<file path="config.mk">
export PLATFORM = sky130hd
export DESIGN_NAME = gcrb_global_config
export DESIGN_NICKNAME = d
export VERILOG_FILES = /design/src/gcrb_pkg.sv /design/src/gcrb_sync2.sv /design/src/gcrb_port.sv /design/src/gcrb_global_config.sv
export VERILOG_INCLUDE_DIRS = /design/src
export SDC_FILE = /design/constraint.sdc
export NUM_CORES = 1
export LEC_CHECK = 0
export BUFFER_PORTS_ARGS = -buffer_cell sky130_fd_sc_hd__buf_2
export CORE_MARGIN = 2
export CORE_UTILIZATION = 30
export CTS_CLUSTER_SIZE = 12
export DETAILED_ROUTE_END_ITERATION = 12
export PLACE_DENSITY = 0.58
export SYNTH_ARGS = -nofsm -noshare
export SYNTH_HDL_FRONTEND = slang
export SYNTH_HIERARCHICAL = 1
export SYNTH_SLANG_ARGS = --single-unit
</file>
<file path="constraint.sdc">
create_clock -name clk_i -period 3.8 [get_ports clk_i]
set_input_delay 0.76 -clock clk_i [delete_from_list [all_inputs] [get_ports clk_i]]
set_output_delay 0.76 -clock clk_i [all_outputs]
set_load 0.005 [all_outputs]
</file>
<file path="src/gcrb_params.svh">
`ifndef GCRB_PARAMS_SVH
`define GCRB_PARAMS_SVH

// ==========================================================
// global index map
`define GCRB_IDX_CFG_CTRL   8'h02
`define GCRB_IDX_LDN        8'h07
`define GCRB_IDX_CHIP_ID    8'h20
`define GCRB_IDX_CHIP_REV   8'h21
`define GCRB_IDX_PWR        8'h22
`define GCRB_IDX_APS        8'h23
`define GCRB_IDX_CLK        8'h24
`define GCRB_IDX_ADDR_LO    8'h26
`define GCRB_IDX_ADDR_HI    8'h27
`define GCRB_IDX_ACTIVATE   8'h30

// ==========================================================
// field layouts, writable masks and reset values
`define GCRB_ZERO_BYTE      8'h00
`define GCRB_CFG_CTRL_MASK  8'h01
`define GCRB_SOFT_BIT       0
`define GCRB_PWR_MASK       8'h7d
`define GCRB_PWR_STBY_BIT   5
`define GCRB_PWR_STBY_MASK  8'h20
`define GCRB_APS_MASK       8'h79
`define GCRB_CLK_MASK       8'h4e
`define GCRB_CLK_RST        8'h44
`define GCRB_PLL_OFF_BIT    1
`define GCRB_OSC_HI         3
`define GCRB_OSC_LO         2
`define GCRB_OSC_STOP       2'b11
`define GCRB_ADDR16_BIT     6
`define GCRB_ADDR_LO_MASK   8'hfe
`define GCRB_ADDR_LO_DEF0   8'h2e
`define GCRB_ADDR_LO_DEF1   8'h4e
`define GCRB_QUAL16_MASK    16'hfffe
`define GCRB_QUAL12_MASK    16'h0ffe
`define GCRB_ACT_BIT        0
`define GCRB_LDN_SLOTS      16
`define GCRB_LDN_LIMIT      8'h10
`define GCRB_LDN_SEL_HI     3
`define GCRB_LDN_SEL_LO     0
`define GCRB_CHIP_ID_VAL    8'ha5
`define GCRB_CHIP_REV_VAL   8'h01

`endif

</file>
<file path="src/gcrb_pkg.sv">
package gcrb_pkg;
	// ==========================================================
	// shared types
	typedef logic [7:0]  gcrb_byte_t;
	typedef logic [15:0] gcrb_addr_t;
endpackage

</file>
<file path="src/gcrb_sync2.sv">
`timescale 1ns/1ps
`default_nettype none

// ==========================================================
// two-stage synchroniser for a slow pin level
module gcrb_sync2
	import gcrb_pkg::*;
(
	input  wire logic clk_i,
	input  wire logic d_i,
	output var  logic q_o
);
	logic meta_reg;
	logic sync_reg;

	// no reset: the strap must be stable while reset is held
	always_ff @(posedge clk_i) begin
		meta_reg <= d_i;
		sync_reg <= meta_reg;
	end

	assign q_o = sync_reg;
endmodule

`default_nettype wire

</file>
<file path="src/gcrb_port.sv">
`timescale 1ns/1ps
`default_nettype none
`include "gcrb_params.svh"

// ==========================================================
// index/data port pair: address match, index holding, strobes
module gcrb_port
	import gcrb_pkg::*;
(
	input  wire logic       clk_i,
	input  wire logic       rst_i,
	input  wire logic       cfg_mode_i,
	input  wire gcrb_addr_t io_addr_i,
	input  wire logic       io_wr_i,
	input  wire logic       io_rd_i,
	input  wire gcrb_byte_t io_wdata_i,
	input  wire gcrb_addr_t base_i,
	input  wire logic       addr16_i,
	output var  gcrb_byte_t index_o,
	output var  logic       idx_rd_o,
	output var  logic       data_wr_o,
	output var  logic       data_rd_o
);
	gcrb_byte_t index_reg;
	gcrb_byte_t index_next;
	logic       hit;
	logic       idx_wr;

	// qualified compare; a0 is dropped because it picks index or data
	function automatic logic port_match(input gcrb_addr_t a, input gcrb_addr_t b, input logic q16);
		gcrb_addr_t m;
		m = q16 ? `GCRB_QUAL16_MASK : `GCRB_QUAL12_MASK;
		return ((a ^ b) & m) == 16'h0000;
	endfunction

	// decode; nothing is honoured outside configuration mode
	assign hit        = cfg_mode_i & port_match(io_addr_i, base_i, addr16_i);
	assign idx_wr     = hit & io_wr_i & ~io_addr_i[0];
	assign idx_rd_o   = hit & io_rd_i & ~io_addr_i[0];
	assign data_wr_o  = hit & io_wr_i & io_addr_i[0];
	assign data_rd_o  = hit & io_rd_i & io_addr_i[0];
	assign index_next = idx_wr ? io_wdata_i : index_reg;

	// index holds all eight bits written by the host
	always_ff @(posedge clk_i) begin
		if (rst_i) begin
			index_reg <= `GCRB_ZERO_BYTE;
		end else begin
			index_reg <= index_next;
		end
	end

	assign index_o = index_reg;
endmodule

`default_nettype wire

</file>
<file path="src/gcrb_global_config.sv">
`timescale 1ns/1ps
`default_nettype none
`include "gcrb_params.svh"

// ==========================================================
// chip-level configuration register bank
// Functional notes
// - full eight-bit index decode, globals at 0x00-0x30
// - unimplemented registers up to 0x30 ignore writes, read zero
// - index then data access, configuration mode only
// - soft-reset bit loads soft-reset values
// - soft-reset bit clears itself after write
// - device number selects upper index bank
// - activation touches only selected logical device
// - identification byte is fixed, read only
// - revision byte is fixed, read only
// - one power bit per unit, 1/7 reserved
// - serial two power bit: standby reset only
// - auto power-saving bits per unit, bits 1/2/7 zero
// - control and power-saving reset, not soft
// - clock register resets to 0x44, not soft
// - pll bit zero runs, one stops
// - oscillator code 11 stops osc and baud
// - bit six selects 16-bit address qualification
// - low address byte, strap default, bit0 zero
// - high address byte resets zero, hard/main
// - high byte write relocates the ports
module gcrb_global_config
	import gcrb_pkg::*;
#(
	parameter gcrb_byte_t CHIP_ID  = `GCRB_CHIP_ID_VAL,  // arbitrary value
	parameter gcrb_byte_t CHIP_REV = `GCRB_CHIP_REV_VAL  // arbitrary value
) (
	input  wire logic       clk_i,
	input  wire logic       rst_i,
	input  wire logic       standby_power_on_reset_i,
	input  wire logic       hard_reset_i,
	input  wire logic       addr_strap_i,
	input  wire logic       cfg_mode_i,
	input  wire gcrb_addr_t io_addr_i,
	input  wire logic       io_wr_i,
	input  wire logic       io_rd_i,
	input  wire gcrb_byte_t io_wdata_i,
	input  wire gcrb_byte_t ldev_rdata_i,
	output var  gcrb_byte_t io_rdata_o,
	output var  logic       io_ack_o,
	output var  gcrb_byte_t logical_device_o,
	output var  logic [15:0] activate_o,
	output var  logic       ldev_wr_o,
	output var  gcrb_byte_t ldev_index_o,
	output var  gcrb_byte_t ldev_wdata_o,
	output var  gcrb_byte_t unit_power_o,
	output var  gcrb_byte_t auto_power_o,
	output var  logic       pll_off_o,
	output var  logic       osc_run_o,
	output var  logic       baud_clock_generator_en_o,
	output var  logic       addr16_qual_o,
	output var  gcrb_addr_t config_base_o
);
	// ==========================================================
	// state
	gcrb_byte_t  cfg_ctrl_reg,  cfg_ctrl_next;
	gcrb_byte_t  ldn_reg,       ldn_next;
	gcrb_byte_t  pwr_reg,       pwr_next;
	gcrb_byte_t  aps_reg,       aps_next;
	gcrb_byte_t  clk_reg,       clk_next;
	gcrb_byte_t  addr_lo_reg,   addr_lo_next;
	gcrb_addr_t  base_reg,      base_next;
	logic [15:0] act_reg,       act_next;
	logic        osc_reg;
	gcrb_byte_t  rdata_reg;
	logic        ack_reg;
	logic        ldev_wr_reg;
	gcrb_byte_t  ldev_idx_reg;
	gcrb_byte_t  ldev_wd_reg;

	gcrb_byte_t  index;
	gcrb_byte_t  rd_byte;
	gcrb_byte_t  pwr_low_next;
	gcrb_byte_t  addr_lo_def;
	logic        pwr_b5_next;
	logic        idx_rd, data_wr, data_rd;
	logic        strap_sync;
	logic        full_rst, addr_rst, soft_rst;
	logic        wr_ctrl, wr_ldn, wr_pwr, wr_aps, wr_clk, wr_lo, wr_hi, wr_act;
	logic        upper_idx, ldn_in_range;

	// ==========================================================
	// port and strap
	gcrb_port u_port (
		.clk_i      (clk_i),
		.rst_i      (addr_rst),
		.cfg_mode_i (cfg_mode_i),
		.io_addr_i  (io_addr_i),
		.io_wr_i    (io_wr_i),
		.io_rd_i    (io_rd_i),
		.io_wdata_i (io_wdata_i),
		.base_i     (base_reg),
		.addr16_i   (clk_reg[`GCRB_ADDR16_BIT]),
		.index_o    (index),
		.idx_rd_o   (idx_rd),
		.data_wr_o  (data_wr),
		.data_rd_o  (data_rd)
	);

	gcrb_sync2 u_strap (
		.clk_i (clk_i),
		.d_i   (addr_strap_i),
		.q_o   (strap_sync)
	);

	// ==========================================================
	// reset sources; all synchronous, taking effect on the next edge
	assign full_rst = rst_i | standby_power_on_reset_i | hard_reset_i;
	assign addr_rst = rst_i | hard_reset_i;
	assign soft_rst = cfg_ctrl_reg[`GCRB_SOFT_BIT];

	// write strobes; other indices up to 0x30 silently drop the write, higher ones go to the logical device
	assign wr_ctrl      = data_wr & (index == `GCRB_IDX_CFG_CTRL);
	assign wr_ldn       = data_wr & (index == `GCRB_IDX_LDN);
	assign wr_pwr       = data_wr & (index == `GCRB_IDX_PWR);
	assign wr_aps       = data_wr & (index == `GCRB_IDX_APS);
	assign wr_clk       = data_wr & (index == `GCRB_IDX_CLK);
	assign wr_lo        = data_wr & (index == `GCRB_IDX_ADDR_LO);
	assign wr_hi        = data_wr & (index == `GCRB_IDX_ADDR_HI);
	assign wr_act       = data_wr & (index == `GCRB_IDX_ACTIVATE);
	assign upper_idx    = index > `GCRB_IDX_ACTIVATE;
	assign ldn_in_range = ldn_reg < `GCRB_LDN_LIMIT;

	// ==========================================================
	// next values
	// trigger lives one cycle only, so it never needs a zero write
	assign cfg_ctrl_next = full_rst ? `GCRB_ZERO_BYTE :
		wr_ctrl ? (io_wdata_i & `GCRB_CFG_CTRL_MASK) : `GCRB_ZERO_BYTE;

	assign ldn_next = (full_rst | soft_rst) ? `GCRB_ZERO_BYTE :
		wr_ldn ? io_wdata_i : ldn_reg;

	// serial-two power bit survives main, hard and soft reset
	assign pwr_low_next = (full_rst | soft_rst) ? `GCRB_ZERO_BYTE :
		wr_pwr ? (io_wdata_i & `GCRB_PWR_MASK) : pwr_reg;
	assign pwr_b5_next = standby_power_on_reset_i ? 1'b0 :
		wr_pwr ? io_wdata_i[`GCRB_PWR_STBY_BIT] : pwr_reg[`GCRB_PWR_STBY_BIT];
	assign pwr_next = (pwr_low_next & ~`GCRB_PWR_STBY_MASK) | (pwr_b5_next ? `GCRB_PWR_STBY_MASK : `GCRB_ZERO_BYTE);

	assign aps_next = full_rst ? `GCRB_ZERO_BYTE :
		wr_aps ? (io_wdata_i & `GCRB_APS_MASK) : aps_reg;

	// reserved bits 5:4 are masked, so a careless write is harmless
	assign clk_next = full_rst ? `GCRB_CLK_RST :
		wr_clk ? (io_wdata_i & `GCRB_CLK_MASK) : clk_reg;

	// low byte is staged; ports move only when the high byte lands
	assign addr_lo_def  = strap_sync ? `GCRB_ADDR_LO_DEF1 : `GCRB_ADDR_LO_DEF0;
	assign addr_lo_next = addr_rst ? addr_lo_def :
		wr_lo ? (io_wdata_i & `GCRB_ADDR_LO_MASK) : addr_lo_reg;
	assign base_next = addr_rst ? {`GCRB_ZERO_BYTE, addr_lo_def} :
		wr_hi ? {io_wdata_i, addr_lo_reg} : base_reg;

	// activation slot picked by the low bits of the device number
	function automatic logic [3:0] act_slot(input gcrb_byte_t ldn);
		return ldn[`GCRB_LDN_SEL_HI:`GCRB_LDN_SEL_LO];
	endfunction

	// activation lands on the selected slot only
	always_comb begin
		act_next = act_reg;
		if (full_rst | soft_rst) begin
			act_next = '0;
		end else if (wr_act & ldn_in_range) begin
			act_next[act_slot(ldn_reg)] = io_wdata_i[`GCRB_ACT_BIT];
		end
	end

	// ==========================================================
	// read mux; unlisted and reserved indices up to 0x30 read zero, higher ones read the logical device
	always_comb begin
		rd_byte = `GCRB_ZERO_BYTE;
		if (idx_rd) begin
			rd_byte = index;
		end else if (data_rd) begin
			case (index)
				`GCRB_IDX_CFG_CTRL: rd_byte = `GCRB_ZERO_BYTE;
				`GCRB_IDX_LDN:      rd_byte = ldn_reg;
				`GCRB_IDX_CHIP_ID:  rd_byte = CHIP_ID;
				`GCRB_IDX_CHIP_REV: rd_byte = CHIP_REV;
				`GCRB_IDX_PWR:      rd_byte = pwr_reg;
				`GCRB_IDX_APS:      rd_byte = aps_reg;
				`GCRB_IDX_CLK:      rd_byte = clk_reg;
				`GCRB_IDX_ADDR_LO:  rd_byte = addr_lo_reg;
				`GCRB_IDX_ADDR_HI:  rd_byte = base_reg[15:8];
				`GCRB_IDX_ACTIVATE: rd_byte = {7'h00, ldn_in_range & act_reg[act_slot(ldn_reg)]};
				default:            rd_byte = upper_idx ? ldev_rdata_i : `GCRB_ZERO_BYTE;
			endcase
		end
	end

	// ==========================================================
	// configuration registers
	always_ff @(posedge clk_i) begin
		cfg_ctrl_reg <= cfg_ctrl_next;
		ldn_reg      <= ldn_next;
		pwr_reg      <= pwr_next;
		aps_reg      <= aps_next;
		clk_reg      <= clk_next;
		addr_lo_reg  <= addr_lo_next;
		base_reg     <= base_next;
		act_reg      <= act_next;
	end

	// clock state flop; code 11 stops oscillator and baud clock together
	always_ff @(posedge clk_i) begin
		osc_reg <= clk_next[`GCRB_OSC_HI:`GCRB_OSC_LO] != `GCRB_OSC_STOP;
	end

	// answer and upper-bank forwarding, one cycle after the request
	always_ff @(posedge clk_i) begin
		if (rst_i) begin
			rdata_reg    <= `GCRB_ZERO_BYTE;
			ack_reg      <= 1'b0;
			ldev_wr_reg  <= 1'b0;
			ldev_idx_reg <= `GCRB_ZERO_BYTE;
			ldev_wd_reg  <= `GCRB_ZERO_BYTE;
		end else begin
			rdata_reg    <= rd_byte;
			ack_reg      <= idx_rd | data_rd;
			ldev_wr_reg  <= data_wr & upper_idx;
			ldev_idx_reg <= index;
			ldev_wd_reg  <= io_wdata_i;
		end
	end

	// ==========================================================
	// outputs
	assign io_rdata_o                = rdata_reg;
	assign io_ack_o                  = ack_reg;
	assign logical_device_o          = ldn_reg;
	assign activate_o                = act_reg;
	assign ldev_wr_o                 = ldev_wr_reg;
	assign ldev_index_o              = ldev_idx_reg;
	assign ldev_wdata_o              = ldev_wd_reg;
	assign unit_power_o              = pwr_reg;
	assign auto_power_o              = aps_reg;
	assign pll_off_o                 = clk_reg[`GCRB_PLL_OFF_BIT];
	assign osc_run_o                 = osc_reg;
	assign baud_clock_generator_en_o = osc_reg;
	assign addr16_qual_o             = clk_reg[`GCRB_ADDR16_BIT];
	assign config_base_o             = base_reg;
endmodule

`default_nettype wire

</file>
==> results of run 1 <==
## power by group through the flow
stage          Combinational, W  Clock [W]  Sequential, W
5_1_grt                0.000115    0.00102        0.00109
6_report               0.000105   0.000953        0.00109
3_5_place_dp           0.000105          0        0.00111
3_3_place_gp           0.000103          0        0.00111
2_1_floorplan         0.0000494          0        0.00111
4_1_cts                0.000105   0.000971        0.00109
## worst max-delay path, cell delays in order
cell	delay (ps)
buf_2	100
xor2_1	130
o41ai_1	370
and4_1	290
and2_1	160
and3_1	210
buf_4	180
and2_0	560
mux2i_1	290
nor2_1	60
## synth_stat cells, types with 3 or more instances
library cell | instances | share of area [%]
o21a_1 | 3 | 0.49
nand2_1 | 40 | 3.3
buf_4 | 7 | 1.1
nand3_1 | 27 | 3.0
mux4_2 | 7 | 3.4
mux2i_1 | 38 | 8.3
or2_2 | 3 | 0.41
nor3_1 | 4 | 0.44
nor2_1 | 44 | 3.6
nand4_1 | 8 | 1.1
xor2_1 | 9 | 1.7
or3_1 | 9 | 1.2
and3_1 | 5 | 0.68
inv_1 | 4 | 0.33
buf_2 | 3 | 0.33
nor2b_1 | 19 | 2.6
nand2b_1 | 20 | 2.7
edfxtp_1 | 14 | 9.2
o21ai_0 | 25 | 2.7
clkbuf_1 | 25 | 2.0
xnor2_1 | 5 | 0.96
buf_1 | 3 | 0.25
dfxtp_1 | 85 | 37
a21oi_1 | 32 | 3.5
and2_1 | 5 | 0.68
## cell type report
| class | count | area (um^2) |
|---|---|---|
| fillers | 1516 | 9427 |
| multi-input cells | 348 | 2277 |
| flip-flops and latches | 99 | 2122 |
| repair buffers | 126 | 648.1 |
| well taps | 188 | 235.2 |
| clock buffers | 9 | 225.2 |
| clock inverters | 7 | 83.83 |
| inverters | 4 | 15.01 |
## metrics by stage
step	setup slack [ps]	hold WS, ps	total power, W
after CTS	931.0	332.3	0.002164
final	901.0	333.2	0.002146
after global placement	735.6	311.5	0.001216
after global routing	728.6	334.9	0.002224
after floorplan	762.7	309.6	0.001160
after detailed placement	571.5	315.0	0.001217
## worst paths after layout
kind                                   startpoint                   to  slack, ps  depth (start not counted)
worst max-delay path                io_addr_i[13]  logical_device_o[7]        900                         10
worst min-delay path             u_strap/meta_reg          u_strap/q_o        330                          0
worst max register to register  config_base_o[12]  logical_device_o[7]        990                          9
worst min register to register   u_strap/meta_reg          u_strap/q_o        330                          0
## layer usage
metal	part of all wire [%]	wire length (um)
met1	45	6394
met2	46	6436
met3	6.6	938
met4	2.5	350
met5	0	0
## logic make-up after synthesis
group,after synthesis,synth area share (%)
AOI/OAI and AO/OA,80,10.79
xor gates and xnor gates,14,2.678
buffers and inverters,43,4.344
DFF,99,46.34
muxes,46,12.08
other,1,0.08189
and+or+nand+nor,202,23.69
==> flow_summary.ini, run 1 <==
[clock_tree]
hold_buffers = 0
cts_resized = 0
cts_buffers = 9
clock_path_buffers = 2
cts.reportedPaths.clkPinSlew_ps = 70
clock-sinks = 99
clkLatencyLatePin_ps = 360
cts-root-buf = clkbuf_16
cts_tree = done
htreeDepth = 3
post-cts-setup-buffers = 0

[grt]
busiest_layer = met2
grt_max_degree = 30
grt_overflow = 0
grt_pass1_wl_um = 22120
met1_usage_pct = 23.39
grtUsageMet3_pct = 4.481
grt_use_met2_pct = 27.90
grt_pass1_vias = 3922
grt_usage_pct = 17.70
antenna_found_initial = 0

[power]
comb_power_share_pct = 4.9
p_leak_nw = 2.350
p_clk_share_pct = 44.4
vdd_drop_max_uv = 227.1
p_int_w = 0.001642
netSwitchingFraction_pct = 23.45
powerDensity_nw_per_um2 = 382.7
p_seq_share_pct = 50.7
switching_power_w = 0.0005032

[die]
die_w_um = 127.6
io_pins = 126
die-area_um2 = 16270
placeableCoreArea_um2 = 15030
die_h_um = 127.6
rows = 45
start_util_pct = 30.46

[sta]
slew_violations = 0
worstMarginPinSlew_ps = 854.9
final-setup-viol-count = 0
post-route-period-util_pct = 76.29
rsz0062_at_grt = no
setup_tns_ps = 0
fmax_mhz = 344.9
fin_crit_ps = 2899
fin_skew_ps = 13.27
hold_violations = 0
timing.slew.headroom_pct = 42.93

[synth]
syn_inst = 485
synth-main-ff-cell = dfxtp_1
ys_seq_area_share_pct = 46.34
synth_edf_count = 14
netlist_area_um2 = 4579
ys_types = 60
ys_async_sr_fraction_pct = 0
ys_seq_elements = 99
ys_warn_count = 6
synth.avg_cell_area_um2 = 9.442

[critical_path]
critPathLaunchType = input port
critPathRequiredTime_ps = 4020
arrival_ps = 3120
endpoint_kind = flip-flop
worstPathMaxFanout = 10
crit_type = input port to flip-flop

[routing]
route.detailed.drc = 0
wl_per_cell_um = 18.08
drtPass1Iterations = 5
ant_nets = 0
wl_um = 14120
num_vias = 4013
vias_per_cell = 5.138
drtIter0Drc = 382

[cells_and_area]
fin_nets = 628
drive_gt1_share_pct = 27.49
post-route-util_pct = 37.30
stdcell_count = 781
num_antenna_cells = 0
fin_area_um2 = 5607
area_growth_pct = 22.43
largest_reg_flops = 16
final_common_cell = buf_2
layout_common_cells = buf_2 (119), dfxtp_1 (85), nor2_1 (44)

[placement]
dp_hpwl_um = 10500
routabilityCongestion = 0.9323
io_buffers = 119
dpl_cell_area_um2 = 5298
dp.cells = 765

[min_path]
hold_path_class = flip-flop to flip-flop

[outcome]
outcome = finished, final reports clean

[flow_run]
max_cap_violations = 0
(Power assumes the default switching activity.)
==> run 2: changes to the inputs <==
Settings changed: PLACE_DENSITY 0.58 to 0.59.
Clock period 3.8 ns to 2.4 ns, I/O delays scaled along.
==> flow_summary.ini, run 2 (synthesized netlist as in run 1, its figures left out) <==
[critical_path]
arrival_ps = 2820
endpoint = io_rdata_o[2]
slowest_delay_ps = 460
crit_buf_inv = 2
critical-path-top-delay-family = simple AND/OR/NAND/NOR gates
crit_type = flip-flop to flip-flop
critPathRequiredTime_ps = 2680
startpoint = config_base_o[12]
reg2regPathDepth = 10
slowest_stage = or3b_4
r2r-start = config_base_o[12]
r2r_setup_slack_ps = -140
rr_endpoint = io_rdata_o[2]
endpoint_kind = flip-flop
cpMostUsedCell = buf_4
worstPathMaxFanout = 7
path_depth = 10
critPathLaunchType = flip-flop
path_cells = xor2_1 > o41ai_2 > buf_4 > and4_1 > and2_4 > buf_4 > and3_4 > or3b_4 > a31o_4 > a2bb2oi_2

[grt]
grt_pass1_vias = 4060
grt_overflow = 0
antenna_found_initial = 0
grt_pass1_wl_um = 22490
grt_max_degree = 30
grtUsageMet3_pct = 5.235
grt_use_met2_pct = 28.28
grt_usage_pct = 17.99
met1_usage_pct = 23.72
busiest_layer = met2

[die]
die-area_um2 = 16270
rows = 45
placeableCoreArea_um2 = 15030
start_util_pct = 30.46
die_h_um = 127.6
die_w_um = 127.6
io_pins = 126

[outcome]
violations = negative setup slack
outcome = complete, but fails checks

[sta]
hold_violations = 0
post-route-period-util_pct = 105.8
fmax_mhz = 393.9
worst_slack_ps = -138.8
rsz0062_at_grt = yes
fin_skew_ps = 7.758
final-setup-viol-count = 60
fin_crit_ps = 2539
slew_violations = 0
setup_tns_ps = -3474
worstMarginPinSlew_ps = 701.6
timing.slew.headroom_pct = 52.91

[placement]
dp_hpwl_um = 10900
routabilityCongestion = 0.9042
io_buffers = 119

[routing]
drtIter0Drc = 320
wl_per_cell_um = 18.12
vias_per_cell = 5.189
drtPass1Iterations = 5
num_vias = 4255
ant_nets = 0
wl_um = 14860
route.detailed.drc = 0

[clock_tree]
cts_tree = done
cts-root-buf = clkbuf_16
htreeDepth = 3
hold_buffers = 0
clock-sinks = 99
clock_path_buffers = 2
cts.reportedPaths.clkPinSlew_ps = 70
clkLatencyLatePin_ps = 350
cts_buffers = 9

[min_path]
hold_path_class = input port to flip-flop
holdCritStartpoint = addr_strap_i

[cells_and_area]
largest_reg_flops = 16
final_common_cell = buf_2
drive_gt1_share_pct = 38.61
layout_common_cells = buf_2 (119), dfxtp_1 (83), nor2_1 (41)
area_growth_pct = 35.22
num_antenna_cells = 0
fin_nets = 667

[flow_run]
max_cap_violations = 0

[power]
p_leak_nw = 2.597
power_w = 0.003434
vdd_drop_max_uv = 270.7
powerDensity_nw_per_um2 = 554.6
run 2: how the worst min path moves through the flow:
| stage | to | slack [ps] | cells past startpoint |
|---|---|---|---|
| finish | u_strap/meta_reg | 220 | 1 |
| global placement | u_strap/q_o | 310 | 0 |
| floorplan | u_strap/q_o | 310 | 0 |
| detailed placement | u_strap/q_o | 310 | 0 |
| CTS | u_strap/meta_reg | 210 | 1 |
| global route | u_strap/meta_reg | 220 | 1 |
run 2: report_power, final:
part           internal, W  total (W)  switching [W]
registers          0.00171    0.00172      0.0000133
logic            0.0000703   0.000176       0.000106
clock network     0.000911    0.00154       0.000625
run 2: layout make-up:
| cell class | count | area, um^2 |
|---|---|---|
| clock buffer | 11 | 232.7 |
| clock inverter | 5 | 77.57 |
| fill | 1484 | 8841 |
| inverter | 4 | 15.01 |
| multi-input combinational | 348 | 2527 |
| sequential | 99 | 2125 |
| tap | 188 | 235.2 |
| timing repair buffer | 165 | 979.7 |
run 2: per-layer routing:
| metal | routed length (um) | up-vias |
|---|---|---|
| li1 | - | 1983 |
| met5 | 0 | - |
| met4 | 339 | 0 |
| met3 | 1023 | 28 |
| met2 | 7018 | 189 |
| met1 | 6479 | 2055 |
run 2: stage by stage:
step	cells	setup WS, ps	area [um^2]	util, %	hold WS, ps
after floorplan	490	-15.32	4641	-	309.6
after global placement	797	-501.4	5560	36.99	310.2
after detailed placement	797	-562.6	5560	36.99	313.2
after CTS	816	-88.35	5983	39.80	214.6
after global routing	820	-254.2	6192	41.19	218.4
final	820	-138.8	6192	41.19	220.5
run 2: what timing repair did:
action	in CTS	in global routing
buffers inserted	3	4
pin swaps	6	18
gates resized for setup	32	50
cloned	0	1
endpoints found under the setup margin	60	70
==> run 3: changes to the inputs <==
Settings changed: PLACE_DENSITY 0.59 to not set.
==> flow_summary.ini, run 3 (synthesized netlist as in run 1, its figures left out) <==
[critical_path]
path_cells = xor2_1 > o41ai_2 > and4_1 > and2_4 > and3_4 > buf_6 > nand3_1 > or3_4 > o21ai_2 > a21oi_2
r2r_setup_slack_ps = -40
arrival_ps = 2660
crit_buf_inv = 1
critical-path-top-delay-family = simple AND/OR/NAND/NOR gates
endpoint_kind = flip-flop
crit_type = flip-flop to flip-flop
critPathLaunchType = flip-flop
slowest_delay_ps = 400
worstPathMaxFanout = 7
slowest_stage = o41ai_2
critPathRequiredTime_ps = 2620

[clock_tree]
htreeDepth = 3
cts_tree = done
cts-root-buf = clkbuf_16
clock-sinks = 99
clock_path_buffers = 2
cts_buffers = 9
hold_buffers = 0
cts.reportedPaths.clkPinSlew_ps = 70
post-cts-setup-buffers = 0
clkLatencyLatePin_ps = 350

[routing]
ant_nets = 0
drtIter0Drc = 275
num_vias = 4152
vias_per_cell = 5.113
drtPass1Iterations = 5
wl_per_cell_um = 17.72
wl_um = 14390
route.detailed.drc = 0

[grt]
grt_pass1_wl_um = 22240
grt_usage_pct = 17.64
grt_overflow = 0
grt_pass1_vias = 4003
grt_max_degree = 30
antenna_found_initial = 0

[sta]
hold_slack_ps = 232.6
rsz0062_at_grt = yes
worstMarginPinSlew_ps = 664.8
final-setup-viol-count = 8
fin_crit_ps = 2440
worst_slack_ps = -40.19
hold_violations = 0
post-route-period-util_pct = 101.7
slew_violations = 0
timing.slew.headroom_pct = 55.38
fmax_mhz = 409.8
fin_skew_ps = 8.824

[placement]
io_buffers = 119
routabilityCongestion = 0.9316
pre_cts_ws_ps = -476.7
dp_hpwl_um = 10850
dp.cells = 796

[power]
vdd_drop_max_uv = 374.1
p_leak_nw = 2.528
powerDensity_nw_per_um2 = 573.7

[cells_and_area]
largest_reg_flops = 16
layout_common_cells = buf_2 (119), dfxtp_1 (83), nor2_1 (43)
area_growth_pct = 30.05
num_antenna_cells = 0
fill_cells = 1486
stdcell_count = 812
final_common_cell = buf_2
post-route-util_pct = 39.62
drive_gt1_share_pct = 34.29
fin_nets = 659

[die]
rows = 45
io_pins = 126
placeableCoreArea_um2 = 15030
die_h_um = 127.6
die_w_um = 127.6
start_util_pct = 30.46
die-area_um2 = 16270

[flow_run]
max_cap_violations = 0

[min_path]
hold_path_class = input port to flip-flop

[outcome]
violations = negative setup slack
outcome = complete, but fails checks
-- run 3: cell count changes in the layout (fill, tap and decap cells not counted), sizes merged --
cell / previous run / this run
clkbuf: 11 / 12
clkinv: 2 / 0
buf: 165 / 157
clkinvlp: 1 / 2
-- run 3: timing repair --
item                                    4_1_cts  5_1_grt
pin swaps                                     6        5
gates resized for setup                      22       13
endpoints found under the setup margin       46       69
-- run 3: path summary, 6_finish.rpt --
check                         start               end  cells past startpoint
hold / removal         addr_strap_i  u_strap/meta_reg                      1
setup / recovery  config_base_o[14]     activate_o[7]                     10
hold reg to reg    u_strap/meta_reg       u_strap/q_o                      0
setup reg to reg  config_base_o[14]     activate_o[7]                     10
-- run 3: cell type report --
cell class	instances	area, um^2	area share, %
clock buffer	12	236.5	3.971
clock inverter	4	75.07	1.261
inverter	4	15.01	0.2521
multi-input combinational	348	2365	39.71
sequential	99	2125	35.67
tap	188	235.2	3.950
timing repair buffer	157	904.6	15.19
-- run 3: per-layer routing --
layer,vias up,share of wire [%],global-route usage [%]
met4,0,1.9,5.430
met5,-,0,0
li1,1972,-,-
met3,20,7.2,4.313
met1,1990,43,23.14
met2,170,48,28.75
-- run 3: report_power, final --
part | leakage (nW) | switching (W) | total [W] | internal, W
clock | 0.143 | 0.000608 | 0.00152 | 0.000915
combinational | 1.56 | 0.000105 | 0.000173 | 0.0000677
sequential | 0.826 | 0.0000121 | 0.00172 | 0.00171
-- run 3: stage by stage --
stage	total power, W	setup TNS, ps	area (um^2)
6_report	0.003417	-149.5	5956
3_5_place_dp	0.001930	-19670	5553
2_1_floorplan	0.001837	-145.2	4641
3_3_place_gp	0.001928	-16040	5553
5_1_grt	0.003527	-4368	5956
4_1_cts	0.003449	-366.5	5914
